===== src/uef_pkg.sv =====
// constants, register map and timing for the usb device event flag block
package uef_pkg;
   // ---------------------------------------------------------------
   // flag positions, shared by status, clear and mask registers
   // ---------------------------------------------------------------
   localparam int FLAG_W = 6;
   localparam int BIT_SLEEP = 0;
   localparam int BIT_MFRAME = 1;
   localparam int BIT_FRAME = 2;
   localparam int BIT_RESET = 3;
   localparam int BIT_WAKE = 4;
   localparam int BIT_RESUME = 5;

   // ---------------------------------------------------------------
   // register map (byte addresses on the bus)
   // ---------------------------------------------------------------
   localparam int ADR_W = 8;
   localparam int DAT_W = 32;
   localparam int SEL_W = 4;
   localparam logic [7:0] OFS_STATUS = 8'h00;
   localparam logic [7:0] OFS_CLEAR = 8'h04;
   localparam logic [7:0] OFS_MASK = 8'h08;
   localparam logic [7:0] OFS_FRAME = 8'h0c;
   localparam logic [7:0] OFS_CTRL = 8'h10;
   localparam int FRAME_NUMBER_W = 11;
   localparam int MICROFRAME_INDEX_W = 3;
   localparam int FRAME_FRAME_NUMBER_LSB = MICROFRAME_INDEX_W;
   localparam int CTRL_HOLD_BIT = 0;
   localparam logic [FLAG_W-1:0] MASK_RST = 6'h00;
   localparam logic [FLAG_W-1:0] FLAGS_RST = 6'h00;
   localparam logic [FRAME_NUMBER_W-1:0] FRAME_NUMBER_RST = 11'h000;
   localparam logic [MICROFRAME_INDEX_W-1:0] MICROFRAME_INDEX_RST = 3'h0;
   localparam logic [MICROFRAME_INDEX_W-1:0] MICROFRAME_INDEX_ONE = 3'h1;
   localparam logic HOLD_RST = 1'b0;

   // ---------------------------------------------------------------
   // timing
   // ---------------------------------------------------------------
   localparam int CLK_HZ = 25_000_000;
   localparam int FRAME_PERIOD_US = 1000;
   localparam int MFRAME_PERIOD_US = 125;
   localparam int SUSPEND_FRAMES = 3;
   localparam int SUSPEND_TIME_US = SUSPEND_FRAMES * FRAME_PERIOD_US;
   // least time: exact product, no rounding
   localparam int SUSPEND_CYCLES = (SUSPEND_TIME_US * (CLK_HZ / 1_000_000) + 0);
   localparam int FILTER_CYCLES = 4;
endpackage : uef_pkg


===== src/uef_event_flags.sv =====
// usb device global event flags, frame counters and wishbone registers
//
// Implementation choices: register access over Wishbone and the placing of the registers.
`timescale 1ns/1ns
module uef_event_flags #(
   parameter int SUSPEND_CYCLES = uef_pkg::SUSPEND_CYCLES,
   parameter int FILTER_CYCLES = uef_pkg::FILTER_CYCLES
) (
   input wire logic clk_i,
   input wire logic rst_i,
   // wishbone slave
   input wire logic [uef_pkg::ADR_W-1:0] adr_i,
   input wire logic [uef_pkg::DAT_W-1:0] dat_i,
   output logic [uef_pkg::DAT_W-1:0] dat_o,
   input wire logic we_i,
   input wire logic [uef_pkg::SEL_W-1:0] sel_i,
   input wire logic cyc_i,
   input wire logic stb_i,
   output logic ack_o,
   // link side events
   input wire logic high_speed_i,
   input wire logic resume_end_i,
   input wire logic line_activity_i,
   input wire logic upstream_resume_i,
   input wire logic bus_reset_done_i,
   input wire logic sof_token_i,
   input wire logic [uef_pkg::FRAME_NUMBER_W-1:0] sof_frame_i,
   input wire logic line_idle_j_i,
   // system side
   output logic port_clock_hold_o,
   output logic irq_o
);
   import uef_pkg::*;

   function automatic logic reg_hit(input logic [ADR_W-1:0] a, input logic [7:0] ofs);
      reg_hit = (a == ofs);
   endfunction : reg_hit

   function automatic logic flag_next(input logic cur, input logic set, input logic clr);
      // a set in the clearing cycle wins
      flag_next = set | (cur & ~clr);
   endfunction : flag_next

   // ---------------------------------------------------------------
   // state
   // ---------------------------------------------------------------
   logic [FLAG_W-1:0] flags_r;
   logic [FLAG_W-1:0] mask_r;
   logic [FRAME_NUMBER_W-1:0] frame_number_r;
   logic [MICROFRAME_INDEX_W-1:0] microframe_index_r;
   logic frame_seen_r;
   logic hold_r;
   logic ack_r;
   logic [DAT_W-1:0] rdata_r;

   // ---------------------------------------------------------------
   // bus decode
   // ---------------------------------------------------------------
   wire req = cyc_i & stb_i & ~ack_r;
   wire wr_lo = req & we_i & sel_i[0];
   wire wr_clear = wr_lo & reg_hit(adr_i, OFS_CLEAR);
   wire wr_mask = wr_lo & reg_hit(adr_i, OFS_MASK);
   wire wr_ctrl = wr_lo & reg_hit(adr_i, OFS_CTRL);
   // only ones act; zero bits leave their flag alone
   wire [FLAG_W-1:0] ack_bits = wr_clear ? dat_i[FLAG_W-1:0] : '0;

   // ---------------------------------------------------------------
   // event detection
   // ---------------------------------------------------------------
   logic wake_rise;
   logic idle_expired;

   uef_line_filter #(
      .LEN(FILTER_CYCLES)
   ) u_filter (
      .clk_i(clk_i),
      .rst_i(rst_i),
      .active_i(line_activity_i),
      .rise_o(wake_rise)
   );

   uef_idle_timer #(
      .CYCLES(SUSPEND_CYCLES)
   ) u_idle (
      .clk_i(clk_i),
      .rst_i(rst_i),
      .idle_i(line_idle_j_i),
      .expired_o(idle_expired)
   );

   // wake path is not gated by the clock hold, unlike every other event
   wire wake_evt = wake_rise & ~upstream_resume_i
                   & (flags_r[BIT_SLEEP] | hold_r);
   wire resume_evt = resume_end_i & ~hold_r;
   wire reset_evt = bus_reset_done_i & ~hold_r;
   wire sleep_evt = idle_expired & ~hold_r;
   wire sof_ok = sof_token_i & ~hold_r;
   // in high speed a token repeating the last frame number is a microframe
   wire same_frame = frame_seen_r & (sof_frame_i == frame_number_r);
   wire frame_evt = sof_ok & (~high_speed_i | ~same_frame);
   wire mframe_evt = sof_ok & high_speed_i & same_frame;

   // ---------------------------------------------------------------
   // flag set and clear vectors
   // ---------------------------------------------------------------
   logic [FLAG_W-1:0] set_vec;
   logic [FLAG_W-1:0] clr_vec;

   always_comb begin
      set_vec = '0;
      set_vec[BIT_RESUME] = resume_evt;
      set_vec[BIT_WAKE] = wake_evt;
      set_vec[BIT_RESET] = reset_evt;
      set_vec[BIT_FRAME] = frame_evt;
      set_vec[BIT_MFRAME] = mframe_evt;
      set_vec[BIT_SLEEP] = sleep_evt;
      clr_vec = ack_bits;
      // wake ack is refused while the port clock is held
      clr_vec[BIT_WAKE] = (ack_bits[BIT_WAKE] & ~hold_r) | sleep_evt;
      clr_vec[BIT_SLEEP] = ack_bits[BIT_SLEEP] | wake_evt;
   end

   genvar gi;
   generate
      for (gi = 0; gi < FLAG_W; gi++) begin : g_flag
         always_ff @(posedge clk_i) begin
            if (rst_i) begin
               flags_r[gi] <= FLAGS_RST[gi];
            end else begin
               flags_r[gi] <= flag_next(flags_r[gi], set_vec[gi], clr_vec[gi]);
            end
         end
      end
   endgenerate

   // ---------------------------------------------------------------
   // frame and microframe numbers
   // ---------------------------------------------------------------
   wire [MICROFRAME_INDEX_W-1:0] mf_nxt = frame_evt & high_speed_i ? MICROFRAME_INDEX_RST
                             : mframe_evt ? microframe_index_r + MICROFRAME_INDEX_ONE
                             : microframe_index_r;

   always_ff @(posedge clk_i) begin
      if (rst_i) begin
         frame_number_r <= FRAME_NUMBER_RST;
         microframe_index_r <= MICROFRAME_INDEX_RST;
         frame_seen_r <= 1'b0;
      end else begin
         // a microframe never touches the frame number
         if (frame_evt) begin
            frame_number_r <= sof_frame_i;
            frame_seen_r <= 1'b1;
         end
         microframe_index_r <= mf_nxt;
      end
   end

   // ---------------------------------------------------------------
   // mask, control and bus answer
   // ---------------------------------------------------------------
   always_ff @(posedge clk_i) begin
      if (rst_i) begin
         mask_r <= MASK_RST;
         hold_r <= HOLD_RST;
      end else begin
         if (wr_mask) begin
            mask_r <= dat_i[FLAG_W-1:0];
         end
         if (wr_ctrl) begin
            hold_r <= dat_i[CTRL_HOLD_BIT];
         end
      end
   end

   // clear register reads zero, as do unmapped addresses
   wire [DAT_W-1:0] rd_mux =
        reg_hit(adr_i, OFS_STATUS) ? DAT_W'(flags_r)
      : reg_hit(adr_i, OFS_MASK) ? DAT_W'(mask_r)
      : reg_hit(adr_i, OFS_FRAME) ? DAT_W'({frame_number_r, microframe_index_r})
      : reg_hit(adr_i, OFS_CTRL) ? DAT_W'(hold_r)
      : '0;

   always_ff @(posedge clk_i) begin
      if (rst_i) begin
         ack_r <= 1'b0;
         rdata_r <= '0;
      end else begin
         ack_r <= req;
         if (req) begin
            rdata_r <= rd_mux;
         end
      end
   end

   assign ack_o = ack_r;
   assign dat_o = rdata_r;
   assign port_clock_hold_o = hold_r;
   assign irq_o = |(flags_r & mask_r);
endmodule : uef_event_flags


===== src/uef_line_filter.sv =====
// glitch filter on bus line activity, one pulse per filtered rise
`timescale 1ns/1ns
module uef_line_filter #(
   parameter int LEN = 4
) (
   input wire logic clk_i,
   input wire logic rst_i,
   input wire logic active_i,
   output logic rise_o
);
   logic [$clog2(LEN+1)-1:0] cnt_r;
   logic stable_r;
   wire full = (cnt_r == ($clog2(LEN+1))'(LEN));

   // ---------------------------------------------------------------
   // activity must hold for LEN cycles to count
   // ---------------------------------------------------------------
   always_ff @(posedge clk_i) begin
      if (rst_i) begin
         cnt_r <= '0;
         stable_r <= 1'b0;
      end else begin
         cnt_r <= !active_i ? '0 : (full ? cnt_r : cnt_r + 1'b1);
         stable_r <= full;
      end
   end

   assign rise_o = full & ~stable_r;
endmodule : uef_line_filter


===== src/uef_idle_timer.sv =====
// counts idle J cycles, pulses once when the suspend time is reached
`timescale 1ns/1ns
module uef_idle_timer #(
   parameter int CYCLES = 75000
) (
   input wire logic clk_i,
   input wire logic rst_i,
   input wire logic idle_i,
   output logic expired_o
);
   localparam int CW = $clog2(CYCLES + 1);
   logic [CW-1:0] cnt_r;
   wire at_end = (cnt_r == CW'(CYCLES - 1));

   // ---------------------------------------------------------------
   // any activity rearms; count parks at end so only one pulse
   // ---------------------------------------------------------------
   always_ff @(posedge clk_i) begin
      if (rst_i) begin
         cnt_r <= '0;
      end else if (!idle_i) begin
         cnt_r <= '0;
      end else if (cnt_r != CW'(CYCLES)) begin
         cnt_r <= cnt_r + 1'b1;
      end
   end

   assign expired_o = idle_i & at_end;
endmodule : uef_idle_timer


===== config.mk =====
export PLATFORM = sky130hd
export DESIGN_NAME = uef_event_flags
export DESIGN_NICKNAME = d
export VERILOG_FILES = /design/src/uef_pkg.sv /design/src/uef_event_flags.sv /design/src/uef_line_filter.sv /design/src/uef_idle_timer.sv
export SDC_FILE = /design/constraint.sdc
export NUM_CORES = 1
export LEC_CHECK = 0
export BUFFER_PORTS_ARGS = -buffer_cell sky130_fd_sc_hd__buf_2
export CAP_MARGIN = 20
export CORE_AREA = 10 10 109 111
export DETAILED_ROUTE_END_ITERATION = 16
export DIE_AREA = 0 0 119 121
export GPL_ROUTABILITY_DRIVEN = 1
export PLACE_DENSITY = 0.64
export SLEW_MARGIN = 20
export SYNTH_ARGS = -nofsm -noshare
export SYNTH_HDL_FRONTEND = slang
export SYNTH_SLANG_ARGS = --single-unit
export TNS_END_PERCENT = 1

===== constraint.sdc =====
create_clock -name clk_i -period 3.1 [get_ports clk_i]
set_input_delay 0.155 -clock clk_i [delete_from_list [all_inputs] [get_ports clk_i]]
set_output_delay 0.155 -clock clk_i [all_outputs]
set_load 0.05 [all_outputs]

Yosys cells after proc, flatten, opt, wreduce, memory -nomap -nowiden:

Index checks and enable logic that the tools add are counted.

* bits in registers: 82
* logic and storage cells: 89

* $add $sub $neg: 3
* eq/ne operators: 8
* mux-type cells: 5
* bitwise gates (word level): 52
* reduce and logical (&&, ||, !) cells: 5

Operators by type and width (count)
* $mux 14: 3
* $and 1x1->1: 27
* $add 17x1->17 const B: 1
* $eq 17x17->1 const B: 1
* $ne 17x17->1 const B: 1
* $eq 8x4->1 const B: 2
* $not 1->1: 14
* $eq 11x11->1: 1
* $or 1x1->1: 10
* $eq 8x3->1 const B: 1
* $eq 8x5->1 const B: 1
* $logic_not 8->1: 1
* $add 3x1->3 const B: 2
* $and 6x6->6: 1
* $mux 6: 1
* $reduce_or 2->1: 3
* $reduce_or 6->1: 1
* $eq 3x3->1 const B: 1
* $mux 1: 1

Longest topological paths before layout:

Gate-level depths: netlist (run 1).

* depth in word-level cells: 11
* gate-level depth with buffers: 6

By module:

Synthesis (run 1) repeated with hierarchy kept, for this count alone.

* cells, all modules: 376
* area total of the unflattened synthesis: 3285.7 sq um

By module, submodules not included
* uef_event_flags: instances 1, cells an instance 247, area an instance 2175.8 sq um, seq. area each 860.8 sq um
* uef_idle_timer: instances 1, cells an instance 108, area an instance 918.4 sq um, seq. area each 340.3 sq um
* uef_line_filter: instances 1, cells an instance 21, area an instance 191.4 sq um, seq. area each 80.1 sq um

Worst setup path after synthesis (run 1):

OpenSTA, ideal clock, no wires.

* kind: flip-flop to flip-flop
* start point: register ack_r (netlist: ack_o)
* end point: register hold_r (netlist: port_clock_hold_o)
* setup time: 0.070 ns
* arrival time: 1.795 ns
* setup slack: 1.235 ns
* stages on the path, launching flop included: 6
* path through: dfxtp_1 nand3b_4 or3_1 buf_2 or4_1 a21oi_1

* cells in the longest elaborated chain, start to end: 5

RTL lines
* start: declaration: line uef_event_flags.sv:53 `logic ack_r;`
* start signal: assignment: line uef_event_flags.sv:188 `ack_r <= req;`
* $not 1->1: line uef_event_flags.sv:59 `wire req = cyc_i & stb_i & ~ack_r;`
* $and 1x1->1: line uef_event_flags.sv:59
* $and 1x1->1 (2 in a row): line uef_event_flags.sv:60 `wire wr_lo = req & we_i & sel_i[0];`
* $and 1x1->1: line uef_event_flags.sv:63 `wire wr_ctrl = wr_lo & reg_hit(adr_i, OFS_CTRL);`
* end signal: assignment: line uef_event_flags.sv:170 `hold_r <= dat_i[CTRL_HOLD_BIT];`
* end: declaration: line uef_event_flags.sv:52 `logic hold_r;`

Every way passes these cells.
A chain may end at the register's enable or synchronous reset.

Final worst setup path (run 1):

* start point: register hold_r (netlist: port_clock_hold_o)
* end point: register frame_number_r[7]

* cells in the longest elaborated chain, start to end: 3

RTL lines
* $not 1->1: line uef_event_flags.sv:97 `wire sof_ok = sof_token_i & ~hold_r;`
* $and 1x1->1: line uef_event_flags.sv:97
* $and 1x1->1: line uef_event_flags.sv:100 `wire frame_evt = sof_ok & (~high_speed_i | ~same_frame);`
* end signal: assignment: line uef_event_flags.sv:151 `frame_number_r <= sof_frame_i;`
* end: declaration: line uef_event_flags.sv:49 `logic [FRAME_NUMBER_W-1:0] frame_number_r;`

Every way passes these cells.

==> impl_results.md, run 1 <==
- Fmax: 546 MHz
- Crit end category: flop
- Post-route DRC: 0
- Synth top area cells: dfxtp_1 38%, a21oi_1 4.5%, nand3_1 4.2%, buf_4 4.0%, o21ai_0 3.9%
- Routability cong.: 0.840
- Core Footprint: 9640 um2
- # rows: 36
- Worst Path Max Fanout: 22
- Placed Instance Area: 3650 um2
- Core Util, Final: 0.401
- TritonRoute pass-1 iters: 4
- CP Cell Sequence: nand2b_1, nor3b_1, a22oi_1, nand3_1
- Layout cell share with drive strength beyond 1: 0.179
- Worst Hold End: flags_r[3]
- Sequential Power Share: 0.461
- Hold Startpoint: bus_reset_done_i
- RSZ-0062 raised after global routing: no
- Drt initial violations: 98
- Seq/Total Area, Yosys: 0.382
- Actual slew at the worst max-slew pin: 842 ps
- Mux share of post-synthesis cell area: 0.0269
- Post-route cell area: 3860 um2
- Antenna violations before repair: 0
- CTS tree: built
- First-pass GRT wire length: 13600 um
- Hold Buf Count CTS: 0
- Main combinational cell family by area after synthesis: simple AND/OR/NAND/NOR gates
- Dpl hpwl: 6250 um
- Worst Reg-to-Reg Cells: 4
- Largest delay contributor family on the critical path: simple AND/OR/NAND/NOR gates
- Final Slew Violations: 0
- Yosys warning count: 0
- Vias in the first global route: 2830
- P_leak: 0.00151 uW
- Clock transition at path regs: 70 ps
- Critical Path RT: 3320 ps
- Synth unique cells: 44
- Top cell type by total area after synthesis: dfxtp_1
- Cell-internal power: 1380 uW
- Crit path buffers/inverters: 0
- Post_cts resized: 0
- Synth top area share: 0.382
- Largest net degree at the start of global routing: 29
- Combinational share of power: 0.112
- Final Hold Vio Count: 0
- Routed vias: about 3000
- Reg2reg end: frame_number_r[7]
- CP max stage cell: nand2b_1
- Top FF cell, synth: dfxtp_1
- IO Count: 102
- Worst-skew pair later-pin latency: between 300 and 400 ps
- Setup_tns: 0 ps
- CP Launch Type: flop
- Critical Path AT: 2060 ps
- Post-Synth Adder-Cell Area: 0.0187
- Die ar.: 14400 um2
- Grt ovf: 0
- Leading cell types by count after synthesis: 64 x dfxtp_1, 30 x a21oi_1, 28 x nand3_1
- NetSw: approximately 480 uW
- #FFs+latches synth: 64
- Clk root buf: clkbuf_8
- Post-route ant nets: 0
- Num CTS Buffers: 9
- FFs w/ async S/R, synth: 0
- Run status: finished clean
- Final WS setup: 1270 ps
- Top-count cell post-synth: dfxtp_1
- Pwr Total: between 1500 and 2000 uW
- Syn Area/Cell: 8.42 um2
- Flop-to-flop setup slack: 1270 ps
- Clock skew: 3.98 ps
- Area growth syn-to-layout: 15.2%
- Clk buf depth: 2
- Hold/Removal Path Class: in -> reg
- Rel. slew slack: 0.439
- Cell area after synthesis: between 3000 and 4000 um2
- Max rail drop VDD: 0.383 mV
- Total GRT Usage: 0.115
- Detailed Route WL: 8330 um
- # clock sinks: 64
- Starting Density: 0.348
- Final worst path period share: 0.591
- Min Tclk post-route: 1830 ps
- # diodes: 0
- H-tree depth: 3
- WL/cell: 14.3 um
- Final setup fails: 0
- Hold Path Depth: 3
- PwrDens: 483 nW/um2
- Post CTS Setup Buffer Count: 0
- Clk pwr share: 0.426
- Switching part of the total: 0.258
- Number of synthesized flops with an enable pin: 0
- Delay of the slowest cell on the worst path: 710 ps
- RR Startpoint: port_clock_hold_o
- Setup CP Type: reg -> reg
- Final nets: 515
- Synth Area in Simple Gates: 0.267
- Worst slack, placed: 1180 ps
- Mapped Cells: 398
- Port bufs: between 50 and 60
- XOR/XNOR Fraction of Synth Area: 0.0549
- Max-Cap Viols: 0
- Vias/cell: around 5.1
- Die width: between 100 and 150 um
- Compound-gate portion of the synthesized area: 0.167
- Die Y: around 120 um
==> layout make-up <==
class	instances	area, um2
Inverter	15	56.3
Timing Repair Buffer	56	285
Multi-Input combinational cell	297	1860
Sequential cell	64	1280
Clock inverter	3	65.1
Clock buffer	13	149
Tap cell	133	166
Fill cell	1020	5780
==> cells in the final DEF (no fill, tap or decap), drive strengths merged, types with 11 or more instances in the layout <==
cell type | Yosys | final
nand3 | 28 | 28
clkbuf | 15 | 13
dfxtp | 64 | 64
xnor2 | 13 | 13
conb | 1 | 18
nand4 | 21 | 21
inv | 15 | 15
nor2 | 18 | 18
a22oi | 11 | 11
nor2b | 11 | 11
buf | 24 | 56
o21ai | 26 | 26
a21oi | 30 | 30
nand2 | 26 | 26
a22o | 13 | 13
==> worst max path at each step <==
stage / from / endpoint / depth (start not counted)
after floorplan: ack_o / port_clock_hold_o / 5
after global placement: adr_i[1] / dat_o[12] / 5
after detailed placement: adr_i[1] / dat_o[12] / 5
after CTS: port_clock_hold_o / frame_number_r[7] / 4
after global routing: frame_number_r[10] / microframe_index_r[1] / 4
final: port_clock_hold_o / frame_number_r[7] / 4
==> per-layer routing <==
layer | vias up | part of all wire | GRT usage
li1 | 1495 | - | -
met1 | 1384 | 0.44 | 0.134
met2 | 61 | 0.49 | 0.187
met3 | 12 | 0.059 | 0.0405
met4 | 0 | 0.015 | 0.0489
met5 | - | 0 | 0
==> worst reg2reg max path, cell delays in order, from the launching register on <==
cell and delay, ps:
dfxtp_1 520, nand2b_1 720, nor3b_1 140, a22oi_1 220, nand3_1 120
==> cells by family after synthesis <==
| family | count (synthesis) |
|---|---|
| compound gates | 90 |
| xor+xnor | 21 |
| fa+ha+maj | 5 |
| buf+inv | 54 |
| flops | 64 |
| mux | 8 |
| other cells | 1 |
| simple gates | 155 |
==> metrics by stage <==
stage	hold slack (ps)	instances
final	53.7	581
after global routing	45.6	581
after CTS	40.5	581
after detailed placement	418	565
after global placement	416	565
after floorplan	235	415
==> flip-flops by register name, indices dropped and copies added (netlist names) <==
signal	count
u_filter.stable_r	1
u_filter.cnt_r	3
frame_number_r	11
flags_r	6
ack_o	1
frame_seen_r	1
mask_r	6
port_clock_hold_o	1
microframe_index_r	3
u_idle.cnt_r	17
dat_o	14
==> power groups by stage <==
| stage | Clock, uW | Sequential, uW | Combinational [uW] |
|---|---|---|---|
| after floorplan | 0 | 876 | 172 |
| final | 795 | 860 | 209 |
| after global placement | 0 | 878 | 205 |
| after CTS | 816 | 860 | 209 |
| after detailed placement | 0 | 879 | 208 |
| after global routing | 848 | 863 | 231 |
(Power assumes the default switching activity.)
==> inputs of run 2 (changes only) <==
--- a/config.mk
+++ b/config.mk
@@ -5,11 +5,12 @@
 export SDC_FILE = /design/constraint.sdc
 export NUM_CORES = 1
 export LEC_CHECK = 0
+export ABC_AREA = 1
 export BUFFER_PORTS_ARGS = -buffer_cell sky130_fd_sc_hd__buf_2
 export CAP_MARGIN = 20
-export CORE_AREA = 10 10 109 111
+export CORE_AREA = 10 10 111 113
 export DETAILED_ROUTE_END_ITERATION = 16
-export DIE_AREA = 0 0 119 121
+export DIE_AREA = 0 0 121 123
 export GPL_ROUTABILITY_DRIVEN = 1
 export PLACE_DENSITY = 0.64
 export SLEW_MARGIN = 20
==> constraint.sdc (replaced) <==
create_clock -name clk_i -period 1.7 [get_ports clk_i]
set_input_delay 0.085 -clock clk_i [delete_from_list [all_inputs] [get_ports clk_i]]
set_output_delay 0.085 -clock clk_i [all_outputs]
set_load 0.05 [all_outputs]
==> impl_results.md, run 2 <==
- Run status: finished clean (unchanged)
- Most frequent cells in the layout: 97 x nand2_1, 63 x dfxtp_1, 59 x inv_1 (was 64 x dfxtp_1, 54 x buf_2, 30 x a21oi_1)
- Min Tclk post-route: 1530 ps (was 1830 ps)
- P_leak: 0.00181 uW (was 0.00151 uW)
- Syn Area/Cell: 7.02 um2 (was 8.42 um2)
- Starting Density: 0.339 (was 0.348)
- Crit path buffers/inverters: 1 (was 0)
- Number of synthesized flops with an enable pin: 0 (unchanged)
- Vias/cell: 4.67 (was 5.08)
- Grt ovf: 0 (unchanged)
- # clock sinks: 64 (unchanged)
- Hold/Removal Path Class: in -> reg (unchanged)
- Yosys warning count: 0 (unchanged)
- CP Launch Type: flop (unchanged)
- Detailed Route WL: 9050 um (was 8330 um)
- RSZ-0062 raised after global routing: no (unchanged)
- Final Slew Violations: 0 (unchanged)
- Worst Path Max Fanout: 24 (was 22)
- Setup_tns: 0 ps (unchanged)
- Most Frequent Cell on Critical Path: nand2_1
- Clock transition at path regs: 80 ps (was 70 ps)
- IO Count: 102 (unchanged)
- Final WS setup: 172 ps (was 1270 ps)
- Top-count cell post-synth: nand2_1 (was dfxtp_1)
- Antenna violations before repair: 0 (unchanged)
- Core Footprint: 10100 um2 (was 9640 um2)
- Cell area after synthesis: 3440 um2 (was 3350 um2)
- Mapped Cells: 490 (was 398)
- Area growth syn-to-layout: 18.7% (was 15.2%)
- Total GRT Usage: 0.121 (was 0.115)
- First-pass GRT wire length: 14800 um (was 13600 um)
- Num CTS Buffers: 9 (unchanged)
- Largest Register: u_idle.cnt_r (unchanged)
- CP Cell Sequence: inv_1, nand2_1, and2_4, nand2_4, nor2_4, nand3_4, nand3_2, nand2_1, nor2_1 (was nand2b_1, nor3b_1, a22oi_1, nand3_1)
- Top cell type by total area after synthesis: dfxtp_1 (unchanged)
- PwrDens: 862 nW/um2 (was 483 nW/um2)
- Synth unique cells: 38 (was 44)
- #FFs+latches synth: 64 (unchanged)
- Largest delay contributor family on the critical path: simple AND/OR/NAND/NOR gates (unchanged)
- Clk buf depth: 2 (unchanged)
- Port bufs: 54 (unchanged)
- Max-Cap Viols: 0 (unchanged)
- Die ar.: 14900 um2 (was 14400 um2)
- Die Y: 123 um (was 121 um)
- Critical Path RT: 1980 ps (was 3320 ps)
- Worst slack, placed: 159 ps (was 1180 ps)
- Top FF cell, synth: dfxtp_1 (unchanged)
- Critical Path AT: 1810 ps (was 2060 ps)
- Layout cell share with drive strength beyond 1: 0.215 (was 0.179)
- Most common cell after layout, fill and taps aside: nand2_1 (was dfxtp_1)
- Largest register FFs: 17 (unchanged)
- Synth top area cells: dfxtp_1 37%, nand2_1 11%, a21oi_1 8.0%, inv_1 6.4%, nor2_1 4.9% (was dfxtp_1 38%, a21oi_1 4.5%, nand3_1 4.2%, buf_4 4.0%, o21ai_0 3.9%)
- Final nets: 626 (was 515)
- WL/cell: 13.0 um (was 14.3 um)
- Post-route ant nets: 0 (unchanged)
- Vias in the first global route: 3193 (was 2830)
- H-tree depth: 3 (unchanged)
- Setup CP Type: reg -> reg (unchanged)
- Routability cong.: 0.906 (was 0.840)
- Final setup fails: 0 (unchanged)
- TritonRoute pass-1 iters: 4 (unchanged)
- Dpl hpwl: 7060 um (was 6250 um)
- Crit end category: flop (unchanged)
- Max rail drop VDD: 0.351 mV (was 0.383 mV)
- CP max stage cell: dfxtp_1 (was nand2b_1)
- FFs w/ async S/R, synth: 0 (unchanged)
- Drt initial violations: 196 (was 98)
- CTS tree: built (unchanged)
- Synth top area share: 0.372 (was 0.382)
- Final worst path period share: 0.899 (was 0.591)
- Clk root buf: clkbuf_8 (unchanged)
- Seq/Total Area, Yosys: 0.372 (was 0.382)
- Delay of the slowest cell on the worst path: 390 ps (was 710 ps)
- Post-route DRC: 0 (unchanged)
- Leading cell types by count after synthesis: 97 x nand2_1, 64 x dfxtp_1, 59 x inv_1 (was 64 x dfxtp_1, 30 x a21oi_1, 28 x nand3_1)
- # rows: 37 (was 36)
- Fmax: 654 MHz (was 546 MHz)
- Routed vias: 3247 (was 2952)
- Die width: 121 um (was 119 um)
- # diodes: 0 (unchanged)
- Post CTS Setup Buffer Count: 0 (unchanged)
- Largest net degree at the start of global routing: 29 (unchanged)
- Worst-skew pair later-pin latency: 340 ps (was 350 ps)
- Clock skew: 12.2 ps (was 3.98 ps)
- Final Hold Vio Count: 0 (unchanged)
==> run 2: where the power goes <==
part | leakage (uW) | internal [uW] | total [uW] | switching, uW
Sequential | 0.000521 | 1540 | 1570 | 35.9
Clock | 0.000105 | 870 | 1500 | 630
Combinational | 0.00118 | 138 | 448 | 311
==> run 2: per-stage QoR <==
| stage | instance area (um2) | power, uW | instances | hold WS [ps] | utilization |
|---|---|---|---|---|---|
| floorplan | 3500 | 1950 | 507 | 229 | - |
| global placement | 3810 | 2040 | 675 | 339 | 0.376 |
| detailed placement | 3810 | 2050 | 675 | 352 | 0.376 |
| CTS | 4080 | 3560 | 695 | 16.2 | 0.402 |
| global route | 4080 | 3680 | 695 | 48.9 | 0.403 |
| finish | 4080 | 3520 | 695 | 31.8 | 0.403 |
==> run 2: final cells by class <==
type,instances,area [um2]
Clock buffer,10,138
Timing Repair Buffer,66,383
Clock inverter,6,91.3
Multi-Input combinational cell,346,1770
Sequential cell,64,1280
Tap cell,136,170
Inverter,67,253
Fill cell,1050,6050
==> run 2: kinds of logic after synthesis <==
family / after synthesis / synth area share
AND/OR/NAND/NOR: 227 / 0.324
other: 1 / 0.00109
AO/OA/AOI/OAI: 93 / 0.142
adder cells (fa/ha/maj): 5 / 0.0182
buffers and inverters: 97 / 0.134
XOR/XNOR: 3 / 0.00764
flip-flops: 64 / 0.372
==> run 2: path summary, 6_finish.rpt <==
path | startpoint | to | slack [ps] | cells past startpoint
worst max-delay path | frame_number_r[4] | microframe_index_r[2] | 170 | 9
worst min-delay path | dat_i[0] | mask_r[0] | 30 | 3
worst max register to register | frame_number_r[4] | microframe_index_r[2] | 170 | 9
worst min register to register | frame_seen_r | frame_seen_r | 460 | 2
==> run 2: worst reg2reg max path, stage by stage (launching register included) <==
cell     delay, ps
dfxtp_1        390
inv_1           50
nand2_1         70
and2_4         150
nand2_4         50
nor2_4         110
nand3_4        280
nand3_2        140
nand2_1        100
nor2_1         120
==> run 2: timing repair <==
| item | in CTS | in global routing |
|---|---|---|
| hold buffers | 4 | 0 |
| setup endpoints to repair | 0 | 2 |
| hold endpoints to repair | 4 | 0 |
| resized for setup | 0 | 2 |
==> run 2: metal layers <==
layer | global-route usage | wire length (um) | up-vias
met5 | 0 | 0 | -
li1 | - | - | 1687
met3 | 0.0305 | 489 | 8
met4 | 0.0407 | 93 | 0
met1 | 0.142 | 4120 | 1477
met2 | 0.210 | 4350 | 75
==> inputs of run 3 (changes only) <==
--- a/config.mk
+++ b/config.mk
@@ -8,11 +8,13 @@
 export ABC_AREA = 1
 export BUFFER_PORTS_ARGS = -buffer_cell sky130_fd_sc_hd__buf_2
 export CAP_MARGIN = 20
+export CELL_PAD_IN_SITES_DETAIL_PLACEMENT = 0
+export CELL_PAD_IN_SITES_GLOBAL_PLACEMENT = 1
 export CORE_AREA = 10 10 111 113
 export DETAILED_ROUTE_END_ITERATION = 16
 export DIE_AREA = 0 0 121 123
 export GPL_ROUTABILITY_DRIVEN = 1
-export PLACE_DENSITY = 0.64
+export PLACE_DENSITY = 0.83
 export SLEW_MARGIN = 20
 export SYNTH_ARGS = -nofsm -noshare
 export SYNTH_HDL_FRONTEND = slang
==> impl_results.md, run 3 (synthesis gave the netlist of run 2 again) <==
- CTS tree: built (unchanged)
- Total GRT Usage: 0.121 (about the same)
- Sequential Power Share: 0.447 (about the same)
- Most common cell after layout, fill and taps aside: nand2_1 (unchanged)
- Post-route ant nets: 0 (unchanged)
- # fillers: 1059 (was 1050)
- Final Slew Violations: 0 (unchanged)
- NetSw: 1010 uW (was 976 uW)
- Clk pwr share: 0.426 (about the same)
- Drt initial violations: 138 (was 196)
- Final worst path period share: 0.869 (was 0.899)
- Final Hold Vio Count: 0 (unchanged)
- Layout cell share with drive strength beyond 1: 0.214 (was 0.215)
- Setup crit end: microframe_index_r[1] (was microframe_index_r[2])
- P_leak: 0.00181 uW (about the same)
- PwrDens: 859 nW/um2 (was 862 nW/um2)
- Clock transition at path regs: 90 ps (was 80 ps)
- Die ar.: 14900 um2 (unchanged)
- Min Tclk post-route: 1480 ps (was 1530 ps)
- Fmax: 677 MHz (was 654 MHz)
- WL/cell: 12.9 um (was 13.0 um)
- Largest register FFs: 17 (unchanged)
- # clock sinks: 64 (unchanged)
- Final setup fails: 0 (unchanged)
- Run status: finished clean (unchanged)
- Detailed Route WL: 9010 um (was 9050 um)
- Vias in the first global route: 3172 (was 3193)
- Clk buf depth: 2 (unchanged)
- FF+latch area: 1280 um2 (about the same)
- Largest net degree at the start of global routing: 25 (was 29)
- TritonRoute pass-1 iters: 5 (was 4)
- Hold/Removal Path Class: in -> reg (unchanged)
- Pwr Total: 3520 uW (about the same)
- Flop-to-flop setup slack: 220 ps (was 170 ps)
- Routability cong.: 0.816 (was 0.906)
- Most frequent cells in the layout: 97 x nand2_1, 64 x dfxtp_1, 59 x inv_1 (was 97 x nand2_1, 63 x dfxtp_1, 59 x inv_1)
- Crit end category: flop (unchanged)
- Die Y: 123 um (unchanged)
- Critical Path RT: 1950 ps (was 1980 ps)
- First-pass GRT wire length: 14900 um (was 14800 um)
- Clk root buf: clkbuf_8 (unchanged)
- Dpl hpwl: 6970 um (was 7060 um)
- Worst Path Max Fanout: 4 (was 24)
- Antenna violations before repair: 0 (unchanged)
- Post CTS Setup Buffer Count: 0 (unchanged)
- Clock skew: 14.9 ps (was 12.2 ps)
- Area of the multi-input gates: 1780 um2 (was 1770 um2)
- Final nets: 628 (was 626)
- Reg2reg end: microframe_index_r[1] (was microframe_index_r[2])
- Starting Density: 0.339 (unchanged)
- CP Launch Type: flop (unchanged)
- Critical Path AT: 1720 ps (was 1810 ps)
- H-tree depth: 3 (unchanged)
- Setup_tns: 0 ps (unchanged)
- RR Startpoint: frame_number_r[2] (was frame_number_r[4])
- Area growth syn-to-layout: 19.2% (was 18.7%)
- Vias/cell: 4.64 (was 4.67)
- Largest Register: u_idle.cnt_r (unchanged)
- Cell-internal power: 2520 uW (was 2550 uW)
- RSZ-0062 raised after global routing: no (unchanged)
- IO Count: 102 (unchanged)
- Setup CP Type: reg -> reg (unchanged)
- Worst setup path start: frame_number_r[2] (was frame_number_r[4])
- Max-Cap Viols: 0 (unchanged)
- Routed vias: 3235 (was 3247)
- Combinational share of power: 0.127 (about the same)
- # rows: 37 (unchanged)
- Port bufs: 54 (unchanged)
- Post-route DRC: 0 (unchanged)
- Max rail drop VDD: 0.339 mV (was 0.351 mV)
- Core Footprint: 10100 um2 (unchanged)
- Grt ovf: 0 (unchanged)
- Num CTS Buffers: 9 (unchanged)
- Switching part of the total: 0.286 (was 0.277)
- Die width: 121 um (unchanged)
- # diodes: 0 (unchanged)
- Worst-skew pair later-pin latency: 350 ps (was 340 ps)
- Worst Reg-to-Reg Cells: 9 (unchanged)
run 3: power groups by stage:
stage / Sequential [uW] / Clock (uW) / Combinational [uW]
after CTS: 1570 / 1550 / 446
after global routing: 1580 / 1610 / 498
final: 1570 / 1500 / 448
after floorplan: 1630 / 0 / 325
after global placement: 1610 / 0 / 432
after detailed placement: 1610 / 0 / 438
run 3: layer usage:
layer	global-route usage	vias up	share of wire
met5	0	-	0
met4	0.0347	0	0.0053
met3	0.0346	4	0.049
met2	0.204	56	0.48
met1	0.148	1475	0.47
li1	-	1700	-
run 3: worst min-delay path by stage:
stage,startpoint,slack [ps],cells past startpoint,to
floorplan,dat_i[1],230,2,mask_r[1]
global placement,dat_i[1],330,3,mask_r[1]
detailed placement,dat_i[3],350,3,mask_r[3]
CTS,dat_i[2],4,3,mask_r[2]
global route,dat_i[2],30,3,mask_r[2]
finish,dat_i[2],10,3,mask_r[2]
run 3: timing repair:
item,in CTS,in global routing
setup endpoints to repair,0,3
resized for setup,0,1
endpoints found under the hold margin,4,0
hold buffers,4,0
run 3: cell type report:
class | instances | share of cell area
clock buffer | 9 | 0.0302
timing repair buffer | 67 | 0.0952
sequential | 64 | 0.312
multi-input combinational | 347 | 0.434
inverter | 67 | 0.0616
tap | 136 | 0.0415
clock inverter | 7 | 0.0250
run 3: critical path: stages, from the launching register on:
cell	delay, ps
dfxtp_1	400
inv_2	50
a21oi_1	150
nand3_1	100
nor2_1	300
nand3_2	170
nand2_1	90
nand2_1	50
inv_1	40
nor2_1	30
run 3: metrics by stage:
stage                util  setup WS, ps  cell area, um2  instances  hold slack, ps
floorplan               -           280            3500        507             229
global placement    0.376           202            3820        676             335
detailed placement  0.376           159            3820        676             351
CTS                 0.403           133            4080        696            3.64
global route        0.404          18.6            4100        697            27.6
finish              0.404           222            4100        697            10.9
